--- config.mk ---
export PLATFORM = sky130hd
export DESIGN_NAME = port_input_ctrl
export DESIGN_NICKNAME = d
export VERILOG_FILES = /design/src/design/debounce_filter.v /design/src/design/port_input_ctrl.v
export VERILOG_INCLUDE_DIRS = /design/src /design/src/design
export SDC_FILE = /design/constraint.sdc
export NUM_CORES = 1
export LEC_CHECK = 0
export BUFFER_PORTS_ARGS = -buffer_cell sky130_fd_sc_hd__buf_2
export CORE_AREA = 2 2 154 156
export CTS_CLUSTER_SIZE = 20
export DETAILED_ROUTE_END_ITERATION = 6
export DIE_AREA = 0 0 156 158
export GPL_ROUTABILITY_DRIVEN = 1
export PLACE_DENSITY_LB_ADDON = 0.3
export SETUP_SLACK_MARGIN = 0.05
export SYNTH_ARGS = -nofsm -noshare
export SYNTH_HDL_FRONTEND = slang
export SYNTH_HIERARCHICAL = 1
export SYNTH_SLANG_ARGS = --single-unit
--- constraint.sdc ---
create_clock -name clock -period 6.6 [get_ports clock]
set_clock_uncertainty 0.15 [all_clocks]
set_input_delay 0.66 -clock clock [delete_from_list [all_inputs] [get_ports clock]]
set_output_delay 0.66 -clock clock [all_outputs]
set_load 0.1 [all_outputs]
--- src/design/port_input_regs.vh ---
`ifndef PORT_INPUT_REGS_VH
`define PORT_INPUT_REGS_VH

// ==========================================================================
// Register byte addresses
`define ADDR_G0_BUFSEL   16'h5204
`define ADDR_G0_IRQEN    16'h5205
`define ADDR_G0_EDGE     16'h5206
`define ADDR_G0_FLAGS    16'h5207
`define ADDR_G0_DEBOUNCE 16'h5208
`define ADDR_G0_KEYRST   16'h5209
`define ADDR_G1_BUFSEL   16'h5214
`define ADDR_G1_IRQEN    16'h5215
`define ADDR_G1_EDGE     16'h5216
`define ADDR_G1_FLAGS    16'h5217
`define ADDR_G2_BUFSEL   16'h5224
`define ADDR_G3_BUFSEL   16'h5234

// ==========================================================================
// Reset values
`define RST_BUFSEL    8'hff
`define RST_G3_BUFSEL 4'hf
`define RST_ZERO8     8'h00

// ==========================================================================
// Field positions
`define DEB_LOW_LSB  0
`define DEB_HIGH_LSB 4
`define KEYRST_OFF   2'h0
`define KEYRST_2PIN  2'h1
`define KEYRST_3PIN  2'h2
`define KEYRST_4PIN  2'h3

// ==========================================================================
// Timing: shortest check time in peripheral-clock periods, code 1
`define DEB_BASE_CYCLES 16'h0100
`define DEB_CNT_W       16

`endif

--- src/design/debounce_filter.v ---
`include "port_input_regs.vh"
`default_nettype none

// ==========================================================================
// Debounce for one pin: the level must hold through a whole check window.
// Pulses up to one window are dropped; longer than two always pass.
module debounce_filter (
  input  wire       clock,
  input  wire       rst_n,
  input  wire       tick,
  input  wire       pinIn,
  output reg        pinOut_ff
);

  reg stable_ff;
  reg cand_ff;

  // Candidate level is taken at one tick and must hold until the next
  always @(posedge clock) begin
    if (!rst_n) begin
      stable_ff <= 1'b0;
      cand_ff   <= 1'b1;
      pinOut_ff <= 1'b1;
    end else if (tick) begin
      if (stable_ff && (pinIn == cand_ff))
        pinOut_ff <= pinIn;
      cand_ff   <= pinIn;
      stable_ff <= 1'b1;
    end else if (pinIn != cand_ff) begin
      stable_ff <= 1'b0;
    end
  end

endmodule

`default_nettype wire

--- src/design/port_input_ctrl.v ---
// Behaviour
// - Buffer-type bit set selects hysteresis input, clear selects CMOS; resets set.
// - Group three buffer-type has bits 3..0 only; upper bits read zero.
// - Groups zero and one have per-pin interrupt enables, reset to zero.
// - Edge on a disabled pin sets no flag and no request.
// - Edge select one means falling edge, zero rising edge, reset zero.
// - Enabled pin seeing its selected edge sets its flag.
// - Setting a flag raises that group's request line.
// - Writing one clears a flag, zero leaves it; read shows the flag.
// - Group zero debounce: bits 6..4 for pins 7..4, bits 2..0 pins 3..0.
// - Code zero filter off; codes 1..7 give 256 doubling to 16384 cycles.
// - Filter removes pulses up to one check time; accepts those longer than two.
// - Filter blocks wake-up interrupts in sleep; software turns it off first.
// - Key-reset field 3,2,1 select pins 0..3, 0..2, 0..1; zero off.
// - All selected pins low together raises the initial reset.
// - Key reset inactive until enabled and does not act in sleep.
//
// Chosen here: strobed register access.
`include "port_input_regs.vh"
`default_nettype none

module port_input_ctrl (
  input  wire        clock,
  input  wire        rst_n,
  input  wire [15:0] addr,
  input  wire [7:0]  wrData,
  input  wire        wrStrobe,
  input  wire        rdStrobe,
  output reg  [7:0]  rdData_ff,
  input  wire [7:0]  grp0Pins,
  input  wire [7:0]  grp1Pins,
  input  wire        prescalerTick,
  input  wire        sleepMode,
  output reg  [7:0]  grp0Hysteresis_ff,
  output reg  [7:0]  grp1Hysteresis_ff,
  output reg  [7:0]  grp2Hysteresis_ff,
  output reg  [3:0]  grp3Hysteresis_ff,
  output reg         grp0IrqReq_ff,
  output reg         grp1IrqReq_ff,
  output reg         keyReset_ff
);

  // ========================================================================
  // Registers
  reg [7:0] grp0IrqEn_ff;
  reg [7:0] grp1IrqEn_ff;
  reg [7:0] grp0Edge_ff;
  reg [7:0] grp1Edge_ff;
  reg [7:0] grp0Flag_ff;
  reg [7:0] grp1Flag_ff;
  reg [2:0] debLow_ff;
  reg [2:0] debHigh_ff;
  reg [1:0] keyRstSel_ff;

  wire wrBufsel0   = wrStrobe && (addr == `ADDR_G0_BUFSEL);
  wire wrBufsel1   = wrStrobe && (addr == `ADDR_G1_BUFSEL);
  wire wrBufsel2   = wrStrobe && (addr == `ADDR_G2_BUFSEL);
  wire wrBufsel3   = wrStrobe && (addr == `ADDR_G3_BUFSEL);
  wire wrIrqEn0    = wrStrobe && (addr == `ADDR_G0_IRQEN);
  wire wrIrqEn1    = wrStrobe && (addr == `ADDR_G1_IRQEN);
  wire wrEdge0     = wrStrobe && (addr == `ADDR_G0_EDGE);
  wire wrEdge1     = wrStrobe && (addr == `ADDR_G1_EDGE);
  wire wrFlag0     = wrStrobe && (addr == `ADDR_G0_FLAGS);
  wire wrFlag1     = wrStrobe && (addr == `ADDR_G1_FLAGS);
  wire wrDebounce  = wrStrobe && (addr == `ADDR_G0_DEBOUNCE);
  wire wrKeyRst    = wrStrobe && (addr == `ADDR_G0_KEYRST);

  always @(posedge clock) begin
    if (!rst_n) begin
      grp0Hysteresis_ff <= `RST_BUFSEL;
      grp1Hysteresis_ff <= `RST_BUFSEL;
      grp2Hysteresis_ff <= `RST_BUFSEL;
      grp3Hysteresis_ff <= `RST_G3_BUFSEL;
      grp0IrqEn_ff      <= `RST_ZERO8;
      grp1IrqEn_ff      <= `RST_ZERO8;
      grp0Edge_ff       <= `RST_ZERO8;
      grp1Edge_ff       <= `RST_ZERO8;
      debLow_ff         <= 3'h0;
      debHigh_ff        <= 3'h0;
      keyRstSel_ff      <= `KEYRST_OFF;
    end else begin
      if (wrBufsel0)
        grp0Hysteresis_ff <= wrData;
      if (wrBufsel1)
        grp1Hysteresis_ff <= wrData;
      if (wrBufsel2)
        grp2Hysteresis_ff <= wrData;
      if (wrBufsel3)
        grp3Hysteresis_ff <= wrData[3:0];
      if (wrIrqEn0)
        grp0IrqEn_ff <= wrData;
      if (wrIrqEn1)
        grp1IrqEn_ff <= wrData;
      if (wrEdge0)
        grp0Edge_ff <= wrData;
      if (wrEdge1)
        grp1Edge_ff <= wrData;
      if (wrDebounce) begin
        debLow_ff  <= wrData[`DEB_LOW_LSB +: 3];
        debHigh_ff <= wrData[`DEB_HIGH_LSB +: 3];
      end
      if (wrKeyRst)
        keyRstSel_ff <= wrData[1:0];
    end
  end

  // ========================================================================
  // Pin synchronisers: three stages, change taken when stages two and three agree
  reg  [7:0] sync0A_ff, sync0B_ff, sync0C_ff, pin0_ff;
  reg  [7:0] sync1A_ff, sync1B_ff, sync1C_ff, pin1_ff;
  reg        sleepA_ff, sleepB_ff, sleepC_ff, sleep_ff;

  always @(posedge clock) begin
    if (!rst_n) begin
      sync0A_ff <= 8'hff;
      sync0B_ff <= 8'hff;
      sync0C_ff <= 8'hff;
      pin0_ff   <= 8'hff;
      sync1A_ff <= 8'hff;
      sync1B_ff <= 8'hff;
      sync1C_ff <= 8'hff;
      pin1_ff   <= 8'hff;
      sleepA_ff <= 1'b0;
      sleepB_ff <= 1'b0;
      sleepC_ff <= 1'b0;
      sleep_ff  <= 1'b0;
    end else begin
      sync0A_ff <= grp0Pins;
      sync0B_ff <= sync0A_ff;
      sync0C_ff <= sync0B_ff;
      pin0_ff   <= (sync0B_ff & sync0C_ff) | (pin0_ff & (sync0B_ff ^ sync0C_ff));
      sync1A_ff <= grp1Pins;
      sync1B_ff <= sync1A_ff;
      sync1C_ff <= sync1B_ff;
      pin1_ff   <= (sync1B_ff & sync1C_ff) | (pin1_ff & (sync1B_ff ^ sync1C_ff));
      sleepA_ff <= sleepMode;
      sleepB_ff <= sleepA_ff;
      sleepC_ff <= sleepB_ff;
      sleep_ff  <= (sleepB_ff == sleepC_ff) ? sleepB_ff : sleep_ff;
    end
  end

  // ========================================================================
  // Debounce timing: free counter of prescaler ticks, window per nibble
  // Windows are counted in prescaler ticks; with the prescaler at the
  // peripheral clock rate this gives exactly 256 << (code-1) periods.
  reg  [`DEB_CNT_W-1:0] debCnt_ff;
  wire [`DEB_CNT_W-1:0] lowLen  = `DEB_BASE_CYCLES << (debLow_ff - 3'h1);
  wire [`DEB_CNT_W-1:0] highLen = `DEB_BASE_CYCLES << (debHigh_ff - 3'h1);
  wire lowTick  = prescalerTick && ((debCnt_ff & (lowLen - 16'h0001)) == 16'h0000);
  wire highTick = prescalerTick && ((debCnt_ff & (highLen - 16'h0001)) == 16'h0000);

  always @(posedge clock) begin
    if (!rst_n)
      debCnt_ff <= 16'h0000;
    else if (prescalerTick)
      debCnt_ff <= debCnt_ff + 16'h0001;
  end

  wire [7:0] filtered0;
  genvar gi;
  generate
    for (gi = 0; gi < 8; gi = gi + 1) begin : gen_deb
      debounce_filter u_deb (
        .clock     (clock),
        .rst_n     (rst_n),
        .tick      ((gi < 4) ? lowTick : highTick),
        .pinIn     (pin0_ff[gi]),
        .pinOut_ff (filtered0[gi])
      );
    end
  endgenerate

  wire [3:0] lowIn  = (debLow_ff == 3'h0) ? pin0_ff[3:0] : filtered0[3:0];
  wire [3:0] highIn = (debHigh_ff == 3'h0) ? pin0_ff[7:4] : filtered0[7:4];
  wire [7:0] edgeIn0 = {highIn, lowIn};

  // ========================================================================
  // Edge detection and flags
  reg [7:0] prev0_ff;
  reg [7:0] prev1_ff;

  wire [7:0] rise0 = edgeIn0 & ~prev0_ff;
  wire [7:0] fall0 = ~edgeIn0 & prev0_ff;
  wire [7:0] rise1 = pin1_ff & ~prev1_ff;
  wire [7:0] fall1 = ~pin1_ff & prev1_ff;
  // Filter holds levels across sleep unless ticks run, so events are lost there
  wire [7:0] hit0 = grp0IrqEn_ff & ((grp0Edge_ff & fall0) | (~grp0Edge_ff & rise0));
  wire [7:0] hit1 = grp1IrqEn_ff & ((grp1Edge_ff & fall1) | (~grp1Edge_ff & rise1));
  wire [7:0] clr0 = wrFlag0 ? wrData : 8'h00;
  wire [7:0] clr1 = wrFlag1 ? wrData : 8'h00;
  // Set wins over a simultaneous clear
  wire [7:0] nxt_grp0Flag = (grp0Flag_ff & ~clr0) | hit0;
  wire [7:0] nxt_grp1Flag = (grp1Flag_ff & ~clr1) | hit1;

  always @(posedge clock) begin
    if (!rst_n) begin
      prev0_ff      <= 8'hff;
      prev1_ff      <= 8'hff;
      grp0Flag_ff   <= `RST_ZERO8;
      grp1Flag_ff   <= `RST_ZERO8;
      grp0IrqReq_ff <= 1'b0;
      grp1IrqReq_ff <= 1'b0;
    end else begin
      prev0_ff      <= edgeIn0;
      prev1_ff      <= pin1_ff;
      grp0Flag_ff   <= nxt_grp0Flag;
      grp1Flag_ff   <= nxt_grp1Flag;
      grp0IrqReq_ff <= |nxt_grp0Flag;
      grp1IrqReq_ff <= |nxt_grp1Flag;
    end
  end

  // ========================================================================
  // Key-entry reset
  reg [3:0] keyMask;
  always @* begin
    case (keyRstSel_ff)
      `KEYRST_2PIN: keyMask = 4'h3;
      `KEYRST_3PIN: keyMask = 4'h7;
      `KEYRST_4PIN: keyMask = 4'hf;
      default:      keyMask = 4'h0;
    endcase
  end

  always @(posedge clock) begin
    if (!rst_n)
      keyReset_ff <= 1'b0;
    else
      keyReset_ff <= (keyMask != 4'h0) && !sleep_ff &&
                     ((pin0_ff[3:0] & keyMask) == 4'h0);
  end

  // ========================================================================
  // Read path, data in the cycle after the strobe
  reg [7:0] rdMux;
  always @* begin
    case (addr)
      `ADDR_G0_BUFSEL:   rdMux = grp0Hysteresis_ff;
      `ADDR_G1_BUFSEL:   rdMux = grp1Hysteresis_ff;
      `ADDR_G2_BUFSEL:   rdMux = grp2Hysteresis_ff;
      `ADDR_G3_BUFSEL:   rdMux = {4'h0, grp3Hysteresis_ff};
      `ADDR_G0_IRQEN:    rdMux = grp0IrqEn_ff;
      `ADDR_G1_IRQEN:    rdMux = grp1IrqEn_ff;
      `ADDR_G0_EDGE:     rdMux = grp0Edge_ff;
      `ADDR_G1_EDGE:     rdMux = grp1Edge_ff;
      `ADDR_G0_FLAGS:    rdMux = grp0Flag_ff;
      `ADDR_G1_FLAGS:    rdMux = grp1Flag_ff;
      `ADDR_G0_DEBOUNCE: rdMux = {1'b0, debHigh_ff, 1'b0, debLow_ff};
      `ADDR_G0_KEYRST:   rdMux = {6'h00, keyRstSel_ff};
      default:           rdMux = 8'h00;
    endcase
  end

  always @(posedge clock) begin
    if (!rst_n)
      rdData_ff <= 8'h00;
    else if (rdStrobe)
      rdData_ff <= rdMux;
    else
      rdData_ff <= 8'h00;
  end

endmodule

`default_nettype wire

==> results.yml, run 1 <==
cts:
  cts_resized: 0
  cts_hold_buffers: 0
  root_buffer: "clkbuf_16"
  clkTransAtPathRegs_ns: 0.06
  cts.htree.levels: 1
  cts_setup_buffers: 0
  cts_buffers: 24
  clock_sinks: 219
  clock_latency_ns: 0.51
  clk_path_buf_depth: 3
  cts_tree: "done"
power_and_ir_drop:
  p_sw_uw: 631
  power_frac_comb: 0.042
  p_clk_frac: 0.486
  p_leak_uw: 0.00408
  switching_share: 0.218
  worst_ir_drop_vdd_mv: 0.163
  p_seq_frac: 0.472
  power-per-cell-area_nw_per_um2: 275
  p_int_uw: 2260
critical_path:
  crit_type: "flop to flop"
  crit_slowest_cell: "a21oi_1"
  end_kind: "flop"
  worst-path-buf-inv: 1
  startpoint_type: "flop"
  cp_data_required_time_ns: 6.81
  cp_max_fo: 16
  cp_common_cell: "a21oi_1"
  slowest_delay_ns: 1.00
  cpLargestDelayFamily: "compound AO/OA/AOI/OAI gates"
  path_cells: "inv_1 -> ha_1 -> nor3b_1 -> a21oi_1 -> o22ai_1 -> a221oi_1 -> nand3_1 -> a21oi_1 -> nand2_1 -> nor3_1 -> o21ai_0"
  arrival_ns: 3.66
finish:
  regMostFlops: "debCnt_ff"
  antenna_cells: 0
  layout.nets: 1112
  final_cell_mix: "dfxtp_1, nand2_1, buf_2, nor2_1, nand2b_1"
  final_util: 0.457
  final_common_cell: "dfxtp_1"
  final_area_um2: 10500
  syn_to_final_growth_pct: 15.9
  n_fill_cell: 2222
  drive_above_1_share: 0.136
  seq_area_um2: 4380
  largest_reg_flops: 16
  multi_input_area_um2: 4450
sta:
  fmax_mhz: 290
  hold_viol: 0
  maxSlewViolCount: 0
  relSlewSlack: 0.130
  rsz0062_at_grt: "no"
  setup_violations: 0
  min_period_ns: 3.45
  finalWorstSetupSlack_ns: 3.15
  worst_hold_slack_ns: 0.171
  finalSetupTns_ns: 0
  fin_crit_sh: 0.522
  worst_pin_slew_ns: 1.30
synth:
  yosysTopAreaCell: "dfxtp_1"
  synth_area_leaders: "dfxtp_1, mux2i_1, nand2_1"
  yosysSeqAreaShare: 0.483
  synth_nets: 1050
  yosysTopAreaCellShare: 0.483
  synth_area_per_cell_um2: 9.27
  synth_edf_count: 0
  synth.distinct_cells: 59
  syn-cell-area_um2: 9080
  ys_ff_latch: 219
  async_reset_ff_frac: 0
  synth_cells: 980
  synth_ff_type: "dfxtp_1"
  yosysWarnings: 6
routing:
  via_per_inst: 5.44
  routed_wl_mm: 22.9
  wl_per_cell_um: 17.0
  vias: 7344
  drc_errors: 0
  drt_iter0_markers: 502
  drtAntennaViolNets: 0
  drt_pre_antenna_iters: 5
grt:
  grt_pass1_wl_mm: 36.3
  grt_use_total: 0.183
  grt_pass1_vias: 6680
  grt_overflow: 0
  antenna_found_initial: 0
  grt_max_degree: 78
status:
  status: "finished, final reports clean"
run:
  maxCapViolations: 0
placed_design:
  placed_cell_area_um2: 9690
  dp_slack_ns: 3.14
  port_buffers: 84
  gp_congestion: 0.873
  dpl.hpwl_mm: 15.5
die:
  coreArea_um2: 23100
  dieArea_um2: 24600
  rows: 56
  initial_core_util: 0.394
  io-pin-count: 85
  die_h_um: 158
  die_x_um: 156
worst_hold_path:
  hp-class: "primary input to flop"
## power by group through the flow
stage	combinational, µW	sequential (µW)	clock, µW
2_1_floorplan	81.3	1390	0
3_3_place_gp	120	1390	0
3_5_place_dp	122	1400	0
4_1_cts	122	1370	1430
5_1_grt	135	1370	1480
6_report	121	1370	1400
## stage by stage
| stage | cells | power (µW) |
|---|---|---|
| 3_3_place_gp | 1306 | 1510 |
| 5_1_grt | 1349 | 2990 |
| 6_report | 1349 | 2890 |
| 4_1_cts | 1349 | 2920 |
| 2_1_floorplan | 980 | 1470 |
| 3_5_place_dp | 1306 | 1520 |
## cell type report
cell class                      count  area share
Clock buffer                       33      0.0670
Clock inverter                     10      0.0130
Multi-Input combinational cell    698       0.423
Inverter                           12     0.00440
Tap cell                          290      0.0345
Sequential cell                   219       0.416
Timing Repair Buffer               87      0.0423
## worst reg2reg max path: cells and delay by family (launching register included)
kind / cells / cell delay [ns]
buf+inv: 1 / 0.17
fa+ha+maj: 1 / 0.25
compound gates: 5 / 1.61
simple gates: 4 / 0.53
flops: 1 / 0.59
## worst paths after layout
| path | from | to | slack, ns | cells past startpoint |
|---|---|---|---|---|
| worst max-delay path | debLow_ff[2] | gen_deb[2].u_deb/pinOut_ff | 3.15 | 11 |
| worst min-delay path | grp1Pins[0] | sync1A_ff[0] | 0.17 | 2 |
| worst max register to register | debLow_ff[2] | gen_deb[2].u_deb/pinOut_ff | 3.15 | 11 |
| worst min register to register | sync1A_ff[6] | sync1B_ff[6] | 0.24 | 1 |
## synthesized netlist by cell type, types with 3 or more instances
library cell,n
a31oi_1,9
ha_1,24
a22o_1,4
buf_2,10
xnor2_1,11
nor3_1,16
nand3_1,45
and2_1,15
a221o_1,5
inv_1,11
dfxtp_1,219
nand3b_1,4
a21oi_1,54
a22oi_1,12
a41oi_1,12
a32o_1,3
and4_1,7
nand2b_1,64
clkbuf_1,38
mux2i_1,52
a211o_1,19
nor2_1,71
xor2_1,11
nor2b_1,10
and3_1,11
nand4_1,9
or3_1,4
a221oi_1,6
o21ai_0,35
nor4b_1,10
nand2_1,125
nor3b_1,6
a222oi_1,12
## cell families (layout without fill, tap and decap cells)
kind of cell	Yosys count	count (layout)	synth area share
flops	219	219	0.483
xor+xnor	22	22	0.0212
simple gates	414	414	0.238
compound gates	185	185	0.139
buf+inv	63	142	0.0282
fa+ha+maj	24	24	0.0331
mux	53	53	0.0585
## layer usage
layer	global-route usage	vias to the layer above	routed length, µm
met5	0	-	0
met4	0.0555	0	493
met3	0.0381	36	1640
met2	0.283	230	9960
met1	0.258	3470	10800
li1	-	3608	-
No activity file was read; power rests on OpenSTA's default activity.
==> run 2, diff against run 1 <==
==> constraint.sdc (replaced) <==
create_clock -name clock -period 3.3 [get_ports clock]
set_clock_uncertainty 0.15 [all_clocks]
set_input_delay 0.33 -clock clock [delete_from_list [all_inputs] [get_ports clock]]
set_output_delay 0.33 -clock clock [all_outputs]
set_load 0.1 [all_outputs]
==> results.yml, run 2 (synthesis results as in run 1) <==
die:
  die_x_um: 156
  io-pin-count: 85
  coreArea_um2: 23100
  dieArea_um2: 24600
  initial_core_util: 0.394
  die_h_um: 158
  rows: 56
sta:
  rsz0062_at_grt: "no"
  fmax_mhz: 348
  fin_crit_sh: 0.871
  setup_violations: 0
  finalWorstSetupSlack_ns: 0.425
  relSlewSlack: 0.518
  worst_hold_slack_ns: 0.0325
  worst_pin_slew_ns: 0.723
  finalSetupTns_ns: 0
  hold_viol: 0
  maxSlewViolCount: 0
  min_period_ns: 2.88
finish:
  largest_reg_flops: 16
  drive_above_1_share: 0.140
  antenna_cells: 0
  final_common_cell: "dfxtp_1"
  n_fill_cell: 2201
  syn_to_final_growth_pct: 19.0
  layout.nets: 1141
  final_cell_mix: "dfxtp_1, nand2_1, buf_2, nor2_1, nand2b_1"
  regMostFlops: "debCnt_ff"
cts:
  cts_hold_buffers: 18
  cts_buffers: 24
  root_buffer: "clkbuf_16"
  cts_tree: "done"
  cts_setup_buffers: 0
  clkTransAtPathRegs_ns: 0.06
  cts_resized: 0
  cts.htree.levels: 1
  clock_sinks: 219
  clk_path_buf_depth: 3
  clock_latency_ns: 0.52
critical_path:
  path_cells: "inv_1 -> ha_1 -> nor3b_1 -> a21oi_1 -> o22ai_1 -> a221oi_1 -> nand3_1 -> a21oi_1 -> buf_4 -> nand2_1 -> nor3_1 -> o21ai_0"
  worst-path-buf-inv: 2
  slowest_delay_ns: 0.61
  arrival_ns: 3.08
  cp_common_cell: "a21oi_1"
  cpLargestDelayFamily: "compound AO/OA/AOI/OAI gates"
  cp_max_fo: 16
  cp_data_required_time_ns: 3.50
  crit_type: "flop to flop"
  r2r_cells: 12
  crit_slowest_cell: "dfxtp_1"
  startpoint_type: "flop"
  end_kind: "flop"
  path_depth: 12
grt:
  antenna_found_initial: 0
  grt_max_degree: 72
  grt_pass1_vias: 6679
  grt_pass1_wl_mm: 36.8
  grt_use_total: 0.187
  grt_overflow: 0
power_and_ir_drop:
  p_leak_uw: 0.00421
  totalPowerFinal_uw: 5870
  worst_ir_drop_vdd_mv: 0.295
  power-per-cell-area_nw_per_um2: 543
routing:
  vias: 7522
  routed_wl_mm: 23.5
  drt_iter0_markers: 609
  drc_errors: 0
  via_per_inst: 5.45
  wl_per_cell_um: 17.0
  drtAntennaViolNets: 0
  drt_pre_antenna_iters: 6
placed_design:
  dp_slack_ns: 0.517
  port_buffers: 84
  gp_congestion: 0.897
  dpl.hpwl_mm: 15.8
run:
  maxCapViolations: 0
worst_hold_path:
  hold_depth: 3
  hp-class: "primary input to flop"
status:
  status: "finished, final reports clean"
[run 2: cell types whose count changed in the layout (fill, tap and decap cells not counted), sizes merged]
cell,before,now
buf,87,98
clkinvlp,0,1
bufinv,3,4
clkbuf,33,36
clkinv,8,4
dlygate4sd3,0,18
[run 2: cell type report]
class                   count  area, µm²  area share
multi-input cells         698       4450       0.412
flip-flops and latches    219       4380       0.406
repair buffers            116        708      0.0655
clock buffers              36        706      0.0653
well taps                 290        363      0.0336
clock inverters             8        154      0.0142
inverters                  12       46.3     0.00428
[run 2: power breakdown]
| part | leakage [µW] | switching [µW] | internal, µW |
|---|---|---|---|
| Combinational | 0.00201 | 154 | 110 |
| Clock | 0.000417 | 1080 | 1790 |
| Sequential | 0.00178 | 34.0 | 2700 |
| Total | 0.00421 | 1270 | 4600 |
[run 2: metrics by stage]
step,cells,util,area [µm²]
2_1_floorplan,980,-,9080
3_3_place_gp,1317,0.424,9770
3_5_place_dp,1317,0.424,9770
4_1_cts,1379,0.469,10800
5_1_grt,1379,0.469,10800
6_report,1379,0.469,10800
[run 2: tightest hold or removal path: stages]
cell and delay, ns:
buf_2 0.18, nand3_1 0.09, a21oi_1 0.06
[run 2: worst paths after layout]
path	slack [ns]	startpoint	to
worst max-delay path	0.42	debLow_ff[2]	gen_deb[0].u_deb/pinOut_ff
worst min-delay path	0.03	wrData[6]	grp0Edge_ff[6]
worst max register to register	0.42	debLow_ff[2]	gen_deb[0].u_deb/pinOut_ff
worst min register to register	0.25	sync1A_ff[2]	sync1B_ff[2]
[run 2: layer usage]
metal,track usage,share of wire
met5,0,0
met4,0.0603,0.028
met3,0.0326,0.072
met2,0.288,0.44
met1,0.265,0.46
